`src/hw/adc_scan_pkg.sv`:
```
// Purpose: Shared constants and carriers for the conversion scan sequencer.
// Assumes: One clock, mclk at 200 MHz; the analog core sits on the same clock.
// Notes:   Result register indices 0..7 are the analog inputs.
package adc_scan_pkg;
	localparam int          RES_W       = 12;
	localparam int          ACC_W       = 16;
	localparam int          SCAN_W      = 10;
	localparam int          CNT_W       = 8;
	localparam int          NUM_REG     = 13;
	localparam int          CONV_TIME_NS = 1400;
	localparam int          CONV_CLK_MHZ = 32;
	localparam int          CONV_CYCLES  = (CONV_TIME_NS * CONV_CLK_MHZ) / 1000;
	localparam logic [7:0]  CONV_LAST   = 8'(CONV_CYCLES - 1);
	localparam logic [3:0]  IDX_DUP     = 4'h8;
	localparam logic [3:0]  IDX_DUP_PIN = 4'h9;
	localparam logic [3:0]  IDX_DUP_TMR = 4'hA;
	localparam logic [3:0]  IDX_REF     = 4'hB;
	localparam logic [3:0]  IDX_DIAG    = 4'hC;
	localparam logic [3:0]  CH_REF      = 4'h8;
	localparam logic [3:0]  CH_DIAG     = 4'h9;

	typedef enum logic [1:0] {MODE_SINGLE, MODE_CONT, MODE_GROUP} mode_e;
	typedef enum logic [1:0] {TRG_NONE, TRG_PIN, TRG_TIMER0, TRG_TIMER1} trig_e;
	typedef enum logic [1:0] {GRP_A, GRP_B, GRP_C} group_e;

	typedef struct packed {
		mode_e           mode;
		logic            three_groups;
		logic            prio_en;
		logic            rescan_en;
		logic            rescan_first;
		logic            dbl_en;
		logic            ext_dbl_en;
		logic [2:0]      dbl_chan;
		logic            add_en;
		logic            avg_en;
		logic [3:0]      add_count;
		logic [1:0]      ratio_sel;
		logic            ref_only;
		logic            diag_en;
		logic            disc_en;
		logic            disc_precharge;
		logic            auto_clear;
		logic [2:0]      sh_mask;
		logic [7:0]      mask_a;
		logic [7:0]      mask_b;
		logic [7:0]      mask_c;
		trig_e           trig_a;
		trig_e           trig_b;
		trig_e           trig_c;
		logic [7:0][7:0] samp_states;
		logic [7:0]      samp_other;
		logic [7:0]      samp_sh;
	} scan_cfg_s;

	typedef struct packed {
		logic [3:0] channel;
		logic       sample;
		logic       convert;
		logic [2:0] sh_track;
		logic [2:0] sh_hold;
		logic       precharge;
		logic       discharge;
	} core_req_s;
endpackage

```
`src/hw/adc_scan_sequencer.sv`:
```
// Purpose: Scan sequencer for a 12-bit successive approximation converter, eight inputs.
// Assumes: Triggers and configuration are mclk-synchronous except the external trigger pin.
// Notes:   Conversion timing counts conversion ticks derived from mclk by the ratio select.
// How it works
// RQ1: Results are 12-bit successive approximation values.
// RQ2: Eight input, three duplicate, reference, diagnosis registers.
// RQ3: Bus to conversion clock ratio 1, 2, 4, 8.
// RQ4: Conversion lasts 1.4 us at 32 MHz.
// RQ5: Addition keeps extra bits, average optional.
// RQ6: Double trigger: first to channel, second duplicate.
// RQ7: Extended double trigger uses per-trigger duplicate registers.
// RQ8: Single scan converts once; reference conversion allowed.
// RQ9: Continuous scan repeats until stopped.
// RQ10: Group scan uses two or three groups.
// RQ11: Each group has its own start trigger.
// RQ12: Higher group trigger aborts lower group; A first.
// RQ13: Rescan resumes aborted group from first or unfinished.
// RQ14: Software, timer or active-low pin starts conversion.
// RQ15: Sampling states are set per channel.
// RQ16: Three channels sampled together, converted in turn.
// RQ17: Self-diagnosis, disconnection assist, auto clear options.
// RQ18: Plain scans raise scan end per pass.
// RQ19: Double trigger raises scan end after both scans.
// RQ20: Groups B and C have their own scan end.
// RQ21: Drive channel and sampling, capture core result.
`timescale 1ns/1ps
module adc_scan_sequencer (
	// Clock and reset.
	input  wire logic                     mclk,
	input  wire logic                     rst,
	// Configuration and software control.
	input  wire adc_scan_pkg::scan_cfg_s  cfg,
	input  wire logic                     sw_start,
	input  wire logic                     sw_stop,
	// Start triggers.
	input  wire logic [1:0]               timer_trg,
	input  wire logic                     external_convert_trigger_n,
	// Analog core.
	output adc_scan_pkg::core_req_s       core,
	input  wire logic [11:0]              core_result,
	// Result read port.
	input  wire logic                     rd_en,
	input  wire logic [3:0]               rd_idx,
	output logic [15:0]                   rd_data,
	// Status and scan end requests.
	output logic                          busy,
	output logic                          scan_end_irq,
	output logic                          group_b_scan_end_irq,
	output logic                          group_c_scan_end_irq
);
	typedef enum {ST_IDLE, ST_SH, ST_SAMPLE, ST_CONVERT, ST_STORE} state_e;

	// Lowest selected channel of a scan mask; the reference and diagnosis slots come last.
	function automatic logic [3:0] first_ch(input logic [9:0] m);
		first_ch = 4'h0;
		for (int i = adc_scan_pkg::SCAN_W - 1; i >= 0; i--) begin
			if (m[i]) begin
				first_ch = 4'(i);
			end
		end
	endfunction

	// Whether a selected trigger source fired this cycle.
	function automatic logic trig_fire(input adc_scan_pkg::trig_e s, input logic pin, input logic [1:0] t);
		case (s)
			adc_scan_pkg::TRG_PIN:    trig_fire = pin;
			adc_scan_pkg::TRG_TIMER0: trig_fire = t[0];
			adc_scan_pkg::TRG_TIMER1: trig_fire = t[1];
			default:                  trig_fire = 1'b0;
		endcase
	endfunction

	// Groups that outrank the given one.
	function automatic logic [2:0] higher_than(input adc_scan_pkg::group_e g);
		case (g)
			adc_scan_pkg::GRP_B: higher_than = 3'h1;
			adc_scan_pkg::GRP_C: higher_than = 3'h3;
			default:             higher_than = 3'h0;
		endcase
	endfunction

	state_e                    state, next_state;
	adc_scan_pkg::group_e      cur_grp, next_cur_grp;
	adc_scan_pkg::trig_e       a_src, next_a_src;
	logic [9:0]                rem, next_rem;
	logic [2:0][9:0]           resume, next_resume;
	logic [2:0]                resume_vld, next_resume_vld;
	logic [2:0]                pend, next_pend;
	logic [7:0]                cnt, next_cnt;
	logic [3:0]                rep, next_rep;
	logic [15:0]               acc, next_acc;
	logic                      sh_done, next_sh_done;
	logic                      dbl_phase, next_dbl_phase;
	logic                      next_irq_a, next_irq_b, next_irq_c;
	logic [2:0]                pin_sync;
	logic                      pin_stable;
	logic [2:0]                div;
	logic [15:0]               regs [adc_scan_pkg::NUM_REG];
	logic                      launch;
	adc_scan_pkg::group_e      pick;

	// The pin is asynchronous; a level counts only once the second and third stages agree.
	always_ff @(posedge mclk) begin
		if (rst) begin
			pin_sync   <= 3'h7;
			pin_stable <= 1'b1;
		end else begin
			pin_sync <= {pin_sync[1:0], external_convert_trigger_n};
			if (pin_sync[1] == pin_sync[2])
				pin_stable <= pin_sync[2];
		end
	end
	wire pin_fall = pin_stable && (pin_sync[1] == pin_sync[2]) && !pin_sync[2]; // RQ14

	// Conversion tick divider; only the four supported ratios exist in the select.
	wire [2:0] div_last = 3'((4'h1 << cfg.ratio_sel) - 4'h1); // RQ3
	wire       tick     = (div == div_last);
	always_ff @(posedge mclk) begin
		if (rst || tick)
			div <= 3'h0;
		else
			div <= div + 3'h1;
	end

	// Trigger decode per group; triggers for lower groups are dropped while busy.
	wire       is_grp    = (cfg.mode == adc_scan_pkg::MODE_GROUP);
	wire       dbl_act   = cfg.dbl_en && (cfg.mode != adc_scan_pkg::MODE_CONT);
	wire [2:0] trig_req;
	assign trig_req[0] = (!is_grp && sw_start) || trig_fire(cfg.trig_a, pin_fall, timer_trg); // RQ14
	assign trig_req[1] = is_grp && trig_fire(cfg.trig_b, pin_fall, timer_trg); // RQ11
	assign trig_req[2] = is_grp && cfg.three_groups && trig_fire(cfg.trig_c, pin_fall, timer_trg); // RQ10
	wire       running   = (state != ST_IDLE);
	wire [2:0] accept    = !running ? 3'h7 : (cfg.prio_en ? higher_than(cur_grp) : 3'h0);
	wire [2:0] new_req   = trig_req & accept;
	wire [2:0] pend_all  = pend | new_req;
	wire       preempt   = running && (state != ST_STORE) && cfg.prio_en
		&& |(pend_all & higher_than(cur_grp)); // RQ12
	assign pick = pend_all[0] ? adc_scan_pkg::GRP_A : (pend_all[1] ? adc_scan_pkg::GRP_B : adc_scan_pkg::GRP_C);

	// Full channel masks per group; bit 8 is the reference, bit 9 the diagnosis slot.
	wire [7:0]       dbl_hot = 8'h01 << cfg.dbl_chan;
	wire [2:0][9:0]  grp_full;
	assign grp_full[0] = dbl_act ? {2'b00, dbl_hot} // RQ6
		: (!is_grp && cfg.ref_only) ? {1'b0, 1'b1, 8'h00} // RQ8
		: {cfg.diag_en, 1'b0, cfg.mask_a}; // RQ17
	assign grp_full[1] = {2'b00, cfg.mask_b};
	assign grp_full[2] = {2'b00, cfg.mask_c};

	// Current channel, its sampling length and the end of the sampling, joint sampling and convert phases.
	wire [3:0]  ch       = first_ch(rem);
	wire [7:0]  samp_tgt = ch[3] ? cfg.samp_other : cfg.samp_states[ch[2:0]]; // RQ15
	wire        samp_end = ({1'b0, cnt} + 9'h001) >= {1'b0, samp_tgt};
	wire        sh_end   = ({1'b0, cnt} + 9'h001) >= {1'b0, cfg.samp_sh};
	wire        conv_end = tick && (cnt == adc_scan_pkg::CONV_LAST); // RQ4

	// Accumulation and result routing.
	wire [15:0] sum      = acc + {4'h0, core_result}; // RQ1
	wire        last_rep = !cfg.add_en || (rep == cfg.add_count);
	wire [2:0]  avg_sh   = (cfg.add_count == 4'hF) ? 3'h4 : (cfg.add_count == 4'h7) ? 3'h3
		: (cfg.add_count == 4'h3) ? 3'h2 : (cfg.add_count == 4'h1) ? 3'h1 : 3'h0;
	wire [15:0] store_val = (cfg.add_en && cfg.avg_en) ? (sum >> avg_sh) : sum; // RQ5
	wire        ext_route = dbl_act && cfg.ext_dbl_en && (cur_grp == adc_scan_pkg::GRP_A)
		&& (a_src == adc_scan_pkg::TRG_PIN || a_src == adc_scan_pkg::TRG_TIMER1);
	wire        dbl_grp   = dbl_act && (cur_grp == adc_scan_pkg::GRP_A);
	wire [3:0]  store_idx = (ch == adc_scan_pkg::CH_REF) ? adc_scan_pkg::IDX_REF
		: (ch == adc_scan_pkg::CH_DIAG) ? adc_scan_pkg::IDX_DIAG
		: ext_route ? ((a_src == adc_scan_pkg::TRG_PIN) ? adc_scan_pkg::IDX_DUP_PIN
			: adc_scan_pkg::IDX_DUP_TMR) // RQ7
		: (dbl_grp && dbl_phase) ? adc_scan_pkg::IDX_DUP : ch; // RQ6
	wire        store_we  = (state == ST_STORE) && last_rep; // RQ21
	wire [9:0]  rem_after = rem & ~(10'h001 << ch);
	wire [3:0]  nch       = first_ch(next_rem);
	wire        nch_held  = !nch[3] && (nch[2:0] < 3'h3) && cfg.sh_mask[nch[1:0]] && next_sh_done;

	// Sequencing decisions.
	always_comb begin
		next_state      = state;
		next_cur_grp    = cur_grp;
		next_a_src      = a_src;
		next_rem        = rem;
		next_resume     = resume;
		next_resume_vld = resume_vld;
		next_pend       = pend_all;
		next_cnt        = cnt;
		next_rep        = rep;
		next_acc        = acc;
		next_sh_done    = sh_done;
		next_dbl_phase  = dbl_phase;
		next_irq_a      = 1'b0;
		next_irq_b      = 1'b0;
		next_irq_c      = 1'b0;
		launch          = 1'b0;
		if (new_req[0])
			next_a_src = sw_start && !is_grp ? adc_scan_pkg::TRG_NONE : cfg.trig_a;
		case (state)
			ST_IDLE: begin
				launch = |pend_all;
			end
			ST_SH: begin
				if (tick && sh_end) begin
					next_sh_done = 1'b1; // RQ16
					next_cnt     = 8'h00;
					next_state   = nch_held ? ST_CONVERT : ST_SAMPLE;
				end else if (tick) begin
					next_cnt = cnt + 8'h01;
				end
			end
			ST_SAMPLE: begin
				if (tick && samp_end) begin
					next_cnt   = 8'h00;
					next_state = ST_CONVERT;
				end else if (tick) begin
					next_cnt = cnt + 8'h01;
				end
			end
			ST_CONVERT: begin
				if (conv_end) begin
					next_cnt   = 8'h00;
					next_state = ST_STORE;
				end else if (tick) begin
					next_cnt = cnt + 8'h01;
				end
			end
			ST_STORE: begin
				next_acc = last_rep ? 16'h0000 : sum;
				next_rep = last_rep ? 4'h0 : rep + 4'h1;
				if (last_rep)
					next_rem = rem_after;
				if (|next_rem) begin
					next_state = nch_held ? ST_CONVERT : ST_SAMPLE;
				end else begin
					next_sh_done = 1'b0;
					if (cur_grp == adc_scan_pkg::GRP_A) begin
						next_irq_a = !dbl_grp || ext_route || dbl_phase; // RQ18 RQ19
						if (dbl_grp && !ext_route)
							next_dbl_phase = !dbl_phase;
					end
					next_irq_b = (cur_grp == adc_scan_pkg::GRP_B); // RQ20
					next_irq_c = (cur_grp == adc_scan_pkg::GRP_C); // RQ20
					if (cfg.mode == adc_scan_pkg::MODE_CONT) begin
						next_rem   = grp_full[0]; // RQ9
						next_state = |(grp_full[0][2:0] & cfg.sh_mask) ? ST_SH : ST_SAMPLE; // RQ16
					end else begin
						next_state = ST_IDLE; // RQ8
						launch     = |pend_all;
					end
				end
			end
			default: next_state = ST_IDLE;
		endcase
		// A higher group aborts the running one; its unfinished channels include the current one.
		if (preempt) begin
			launch = 1'b1;
			next_sh_done = 1'b0;
			if (cfg.rescan_en) begin
				next_resume[cur_grp]     = cfg.rescan_first ? grp_full[cur_grp] : rem; // RQ13
				next_resume_vld[cur_grp] = 1'b1;
				next_pend[cur_grp]       = 1'b1;
			end
		end
		if (launch) begin
			next_cur_grp          = pick;
			next_pend[pick]       = 1'b0;
			next_resume_vld[pick] = 1'b0;
			next_rem   = resume_vld[pick] ? resume[pick] : grp_full[pick];
			next_cnt   = 8'h00;
			next_rep   = 4'h0;
			next_acc   = 16'h0000;
			next_state = |(next_rem[2:0] & cfg.sh_mask) ? ST_SH : ST_SAMPLE;
		end
		if (sw_stop) begin
			next_state      = ST_IDLE;
			next_pend       = 3'h0;
			next_resume_vld = 3'h0;
			next_sh_done    = 1'b0;
			next_dbl_phase  = 1'b0;
		end
	end

	// Sequencer state.
	always_ff @(posedge mclk) begin
		if (rst) begin
			state      <= ST_IDLE;
			cur_grp    <= adc_scan_pkg::GRP_A;
			a_src      <= adc_scan_pkg::TRG_NONE;
			rem        <= 10'h000;
			resume     <= '0;
			resume_vld <= 3'h0;
			pend       <= 3'h0;
			cnt        <= 8'h00;
			rep        <= 4'h0;
			acc        <= 16'h0000;
			sh_done    <= 1'b0;
			dbl_phase  <= 1'b0;
		end else begin
			state      <= next_state;
			cur_grp    <= next_cur_grp;
			a_src      <= next_a_src;
			rem        <= next_rem;
			resume     <= next_resume;
			resume_vld <= next_resume_vld;
			pend       <= next_pend;
			cnt        <= next_cnt;
			rep        <= next_rep;
			acc        <= next_acc;
			sh_done    <= next_sh_done;
			dbl_phase  <= next_dbl_phase;
		end
	end

	// Core requests follow the next state so they line up with the sequencer state.
	wire [3:0] out_ch = first_ch(next_rem);
	wire       samp_n = (next_state == ST_SAMPLE);
	always_ff @(posedge mclk) begin
		if (rst) begin
			core                 <= '0;
			busy                 <= 1'b0;
			scan_end_irq         <= 1'b0;
			group_b_scan_end_irq <= 1'b0;
			group_c_scan_end_irq <= 1'b0;
		end else begin
			core.channel   <= out_ch; // RQ21
			core.sample    <= samp_n;
			core.convert   <= (next_state == ST_CONVERT);
			core.sh_track  <= (next_state == ST_SH) ? (next_rem[2:0] & cfg.sh_mask) : 3'h0; // RQ16
			core.sh_hold   <= next_sh_done ? cfg.sh_mask : 3'h0;
			core.precharge <= samp_n && (next_cnt == 8'h00) && cfg.disc_en && cfg.disc_precharge; // RQ17
			core.discharge <= samp_n && (next_cnt == 8'h00) && cfg.disc_en && !cfg.disc_precharge;
			busy                 <= (next_state != ST_IDLE);
			scan_end_irq         <= next_irq_a;
			group_b_scan_end_irq <= next_irq_b;
			group_c_scan_end_irq <= next_irq_c;
		end
	end

	// Result registers; a store in the same cycle as an auto clear of that entry wins.
	always_ff @(posedge mclk) begin
		if (rst) begin
			for (int i = 0; i < adc_scan_pkg::NUM_REG; i++)
				regs[i] <= 16'h0000; // RQ2
			rd_data <= 16'h0000;
		end else begin
			if (rd_en)
				rd_data <= (rd_idx < 4'(adc_scan_pkg::NUM_REG)) ? regs[rd_idx] : 16'h0000;
			if (rd_en && cfg.auto_clear && (rd_idx < 4'(adc_scan_pkg::NUM_REG)))
				regs[rd_idx] <= 16'h0000; // RQ17
			if (store_we)
				regs[store_idx] <= store_val; // RQ2
		end
	end
endmodule

```
`config.mk`:
```
export PLATFORM = sky130hd
export DESIGN_NAME = adc_scan_sequencer
export DESIGN_NICKNAME = d
export VERILOG_FILES = /design/src/hw/adc_scan_pkg.sv /design/src/hw/adc_scan_sequencer.sv
export SDC_FILE = /design/constraint.sdc
export NUM_CORES = 1
export LEC_CHECK = 0
export ABC_AREA = 1
export CORE_MARGIN = 2
export CORE_UTILIZATION = 35
export DETAILED_ROUTE_END_ITERATION = 7
export DONT_BUFFER_PORTS = 1
export REMOVE_ABC_BUFFERS = 1
export SLEW_MARGIN = 20
export SYNTH_ARGS = -nofsm -noshare
export SYNTH_HDL_FRONTEND = slang
export SYNTH_SLANG_ARGS = --single-unit
```
`constraint.sdc`:
```
create_clock -name mclk -period 9.4 [get_ports mclk]
set_clock_uncertainty 0.1 [all_clocks]
set_input_delay 0.47 -clock mclk [delete_from_list [all_inputs] [get_ports mclk]]
set_output_delay 0.47 -clock mclk [all_outputs]
set_load 0.05 [all_outputs]
```
==> results.py <==
metrics = {
    "clock_network": {
        "clock-root-buffer": "clkbuf_16",
        "cts_resized": 0,
        "cts.sinks": 409,
        "htreeDepth": 2,
        "numCtsBuffers": 46,
        "cts_tree": "done",
        "clkLatencyLatePin_ns": 0.59,
        "clk_pin_slew_worst_paths_ns": 0.06,
        "holdBufCountCts": 8,
        "cts.path.max_buffers": 3,
        "post_cts_buffers": 0,
    },
    "global_routing": {
        "grt_pass1_vias": 16824,
        "overflow": 0,
        "grt_first_pass_wirelength_um": 95000,
        "antenna_found_initial": 1,
        "grt_usage_pct": 20.1,
        "grt_max_degree": 135,
    },
    "floorplanning": {
        "ioPinCount": 195,
        "die_w_um": 245,
        "core_area_mm2": 0.0577,
        "dieHeight_um": 245,
        "rows": 88,
        "start_util_pct": 35.3,
        "dieArea_mm2": 0.0602,
    },
    "final_layout": {
        "final_common_cell": "nor2_1",
        "final_cell_mix": "382 x nor2_1, 372 x nand2_1, 256 x edfxtp_1",
        "design_area_mm2": 0.0232,
        "drive_gt1_share_pct": 7.61,
        "syn2layout_area_growth_pct": 13.6,
        "diodes": 0,
        "layout.nets": 2615,
    },
    "route": {
        "first_iter_violations": 1601,
        "dr_wl_met2_um": 29400,
        "wl_met3_um": 5150,
        "wl_per_cell_um": 19.3,
        "vias": 17464,
        "dr.max_layer_used": "met5",
        "routed_wl_um": 62100,
        "drt-met1-wl_um": 25600,
        "ant_nets": 0,
        "drt_first_pass_iters": 6,
        "via_per_inst": 5.42,
        "drc_errors": 0,
    },
    "synthesis": {
        "netlist_area_mm2": 0.0204,
        "ys_seq_area_share_pct": 52.7,
        "synthArstFlopShare_pct": 0,
        "ys.flop_type": "edfxtp_1",
        "ys_warn_count": 0,
        "synth.top_cell.area_share_pct": 37.7,
        "avgSynthCellArea_um2": 8.71,
        "ys_top_cells_by_area": "edfxtp_1 38%, dfxtp_1 15%, nor2_1 7.1%, nand2_1 6.8%, nand3_1 5.3%",
        "yosysTopAreaCell": "edfxtp_1",
        "synth_cells": 2341,
        "synth_seq_cells": 409,
        "synthDistinctLibCells": 69,
        "synth-edff-count": 256,
    },
    "placement": {
        "dpl_cell_area_mm2": 0.0215,
        "gp_congestion": 0.929,
        "numPortBuffers": 0,
        "place_ws_ns": 3.76,
        "detailed_place_hpwl_um": 42600,
    },
    "pwr": {
        "ir_drop_mv": 0.129,
        "switching_power_uw": 976,
        "switching_share_pct": 23.9,
        "leakagePower_nw": 8.78,
        "fin_total_pwr_mw": 4.09,
        "pwr-share-clk_pct": 44.1,
        "pwr-share-comb_pct": 6.5,
        "power_density_mw_per_mm2": 177,
        "seqPwrFrac_pct": 49.4,
        "intPower_mw": 3.11,
    },
    "setup_path": {
        "cp-start-kind": "flop",
        "cp_common_cell": "nand2_1",
        "endpoint_kind": "flop",
        "cpPeakStageDelay_ns": 0.77,
        "crit_slowest_cell": "nor2_1",
        "arrival_ns": 6.21,
        "cp_max_fo": 16,
        "crit_required_ns": 9.83,
        "worstSetupPathType": "reg -> reg",
    },
    "timing": {
        "tns_ns": 0,
        "timing.final.ws_setup_ns": 3.62,
        "worst_slew_pin_slew_ns": 1.12,
        "period_needed_ns": 5.78,
        "clock.fmax_ghz": 0.173,
        "setup_viol": 0,
        "finalCritPeriodShare_pct": 61.5,
        "rsz0062_at_grt": "no",
        "max_slew_margin_pct": 25.3,
        "drv_slew": 0,
        "hold_viol": 0,
    },
    "status": {
        "status": "complete, no violations",
    },
    "flow_run": {
        "cap_violations": 0,
    },
    "worst_hold_path": {
        "min_path_type": "in -> reg",
    },
}
cell type report:
type	instances	area [um2]
sequential	409	10800
timing repair buffer	32	278
clock buffer	61	1260
fill	5791	34500
tap	765	957
multi-input combinational	1729	8900
inverter	201	756
clock inverter	24	258
flip-flops by register name, summed over array words and instances (netlist names), 4 cells and up:
| register | count |
|---|---|
| acc | 16 |
| cnt | 8 |
| core | 14 |
| rd_data | 16 |
| regs | 256 |
| rem | 10 |
| rep | 4 |
| resume | 30 |
| state | 32 |
stage by stage:
step / instances / hold WS [ns] / util, %
2_1_floorplan: 2339 / 0.289 / -
3_3_place_gp: 3128 / 0.297 / 37.3
3_5_place_dp: 3128 / 0.320 / 37.3
4_1_cts: 3221 / 0.000224 / 40.1
5_1_grt: 3221 / 0.0152 / 40.1
6_report: 3221 / 0.0249 / 40.1
synth_stat cells, types with 13 or more instances:
master	count
o211ai_1	13
edfxtp_1	256
nor2_1	384
o21ai_1	14
o22ai_1	17
ha_1	34
inv_2	16
a21oi_1	107
a221oi_1	14
nand2_1	372
inv_1	179
nor2_2	13
clkbuf_1	108
a31oi_1	62
nand3_1	215
dfxtp_1	153
o21ai_0	91
nand4_1	15
nor3_1	19
a22oi_1	81
power groups by stage:
| stage | Combinational (mW) | Clock (mW) | Sequential, mW |
|---|---|---|---|
| after floorplan | 0.165 | 0 | 2.05 |
| after global placement | 0.250 | 0 | 2.05 |
| after detailed placement | 0.253 | 0 | 2.06 |
| after CTS | 0.263 | 1.84 | 2.02 |
| after global routing | 0.293 | 1.91 | 2.03 |
| final | 0.267 | 1.80 | 2.02 |
routing by layer:
metal  track usage (%)  vias up
met5                 0        -
met4              7.56        2
met3              3.93      138
met2              33.2      748
met1              25.9     8365
li1                  -     8211
worst max-delay path: cells and delay by family (launching register included):
kind	cells	cell delay, ns
AOI/OAI and AO/OA	9	1.61
DFF	1	0.35
adders and majority gates	1	0.30
and+or+nand+nor	19	2.84
buffers and inverters	4	0.50
cells by family after synthesis:
logic type / count (synthesis) / synth area share, %
mux: 1 / 0.0491
other cells: 1 / 0.0184
buf+inv: 327 / 6.27
flops: 409 / 52.7
fa+ha+maj: 35 / 2.18
simple gates: 1074 / 23.0
xor+xnor: 19 / 0.816
compound gates: 475 / 15.0
final timing paths:
kind	from	to	slack [ns]	depth (start not counted)
worst min register to register	pin_sync[0]	pin_sync[1]	0.33	1
worst max-delay path	rem[8]	core[0]	3.62	33
worst min-delay path	cfg[85]	a_src[1]	0.02	2
worst max register to register	rem[8]	core[0]	3.62	33
(Power assumes the default switching activity.)
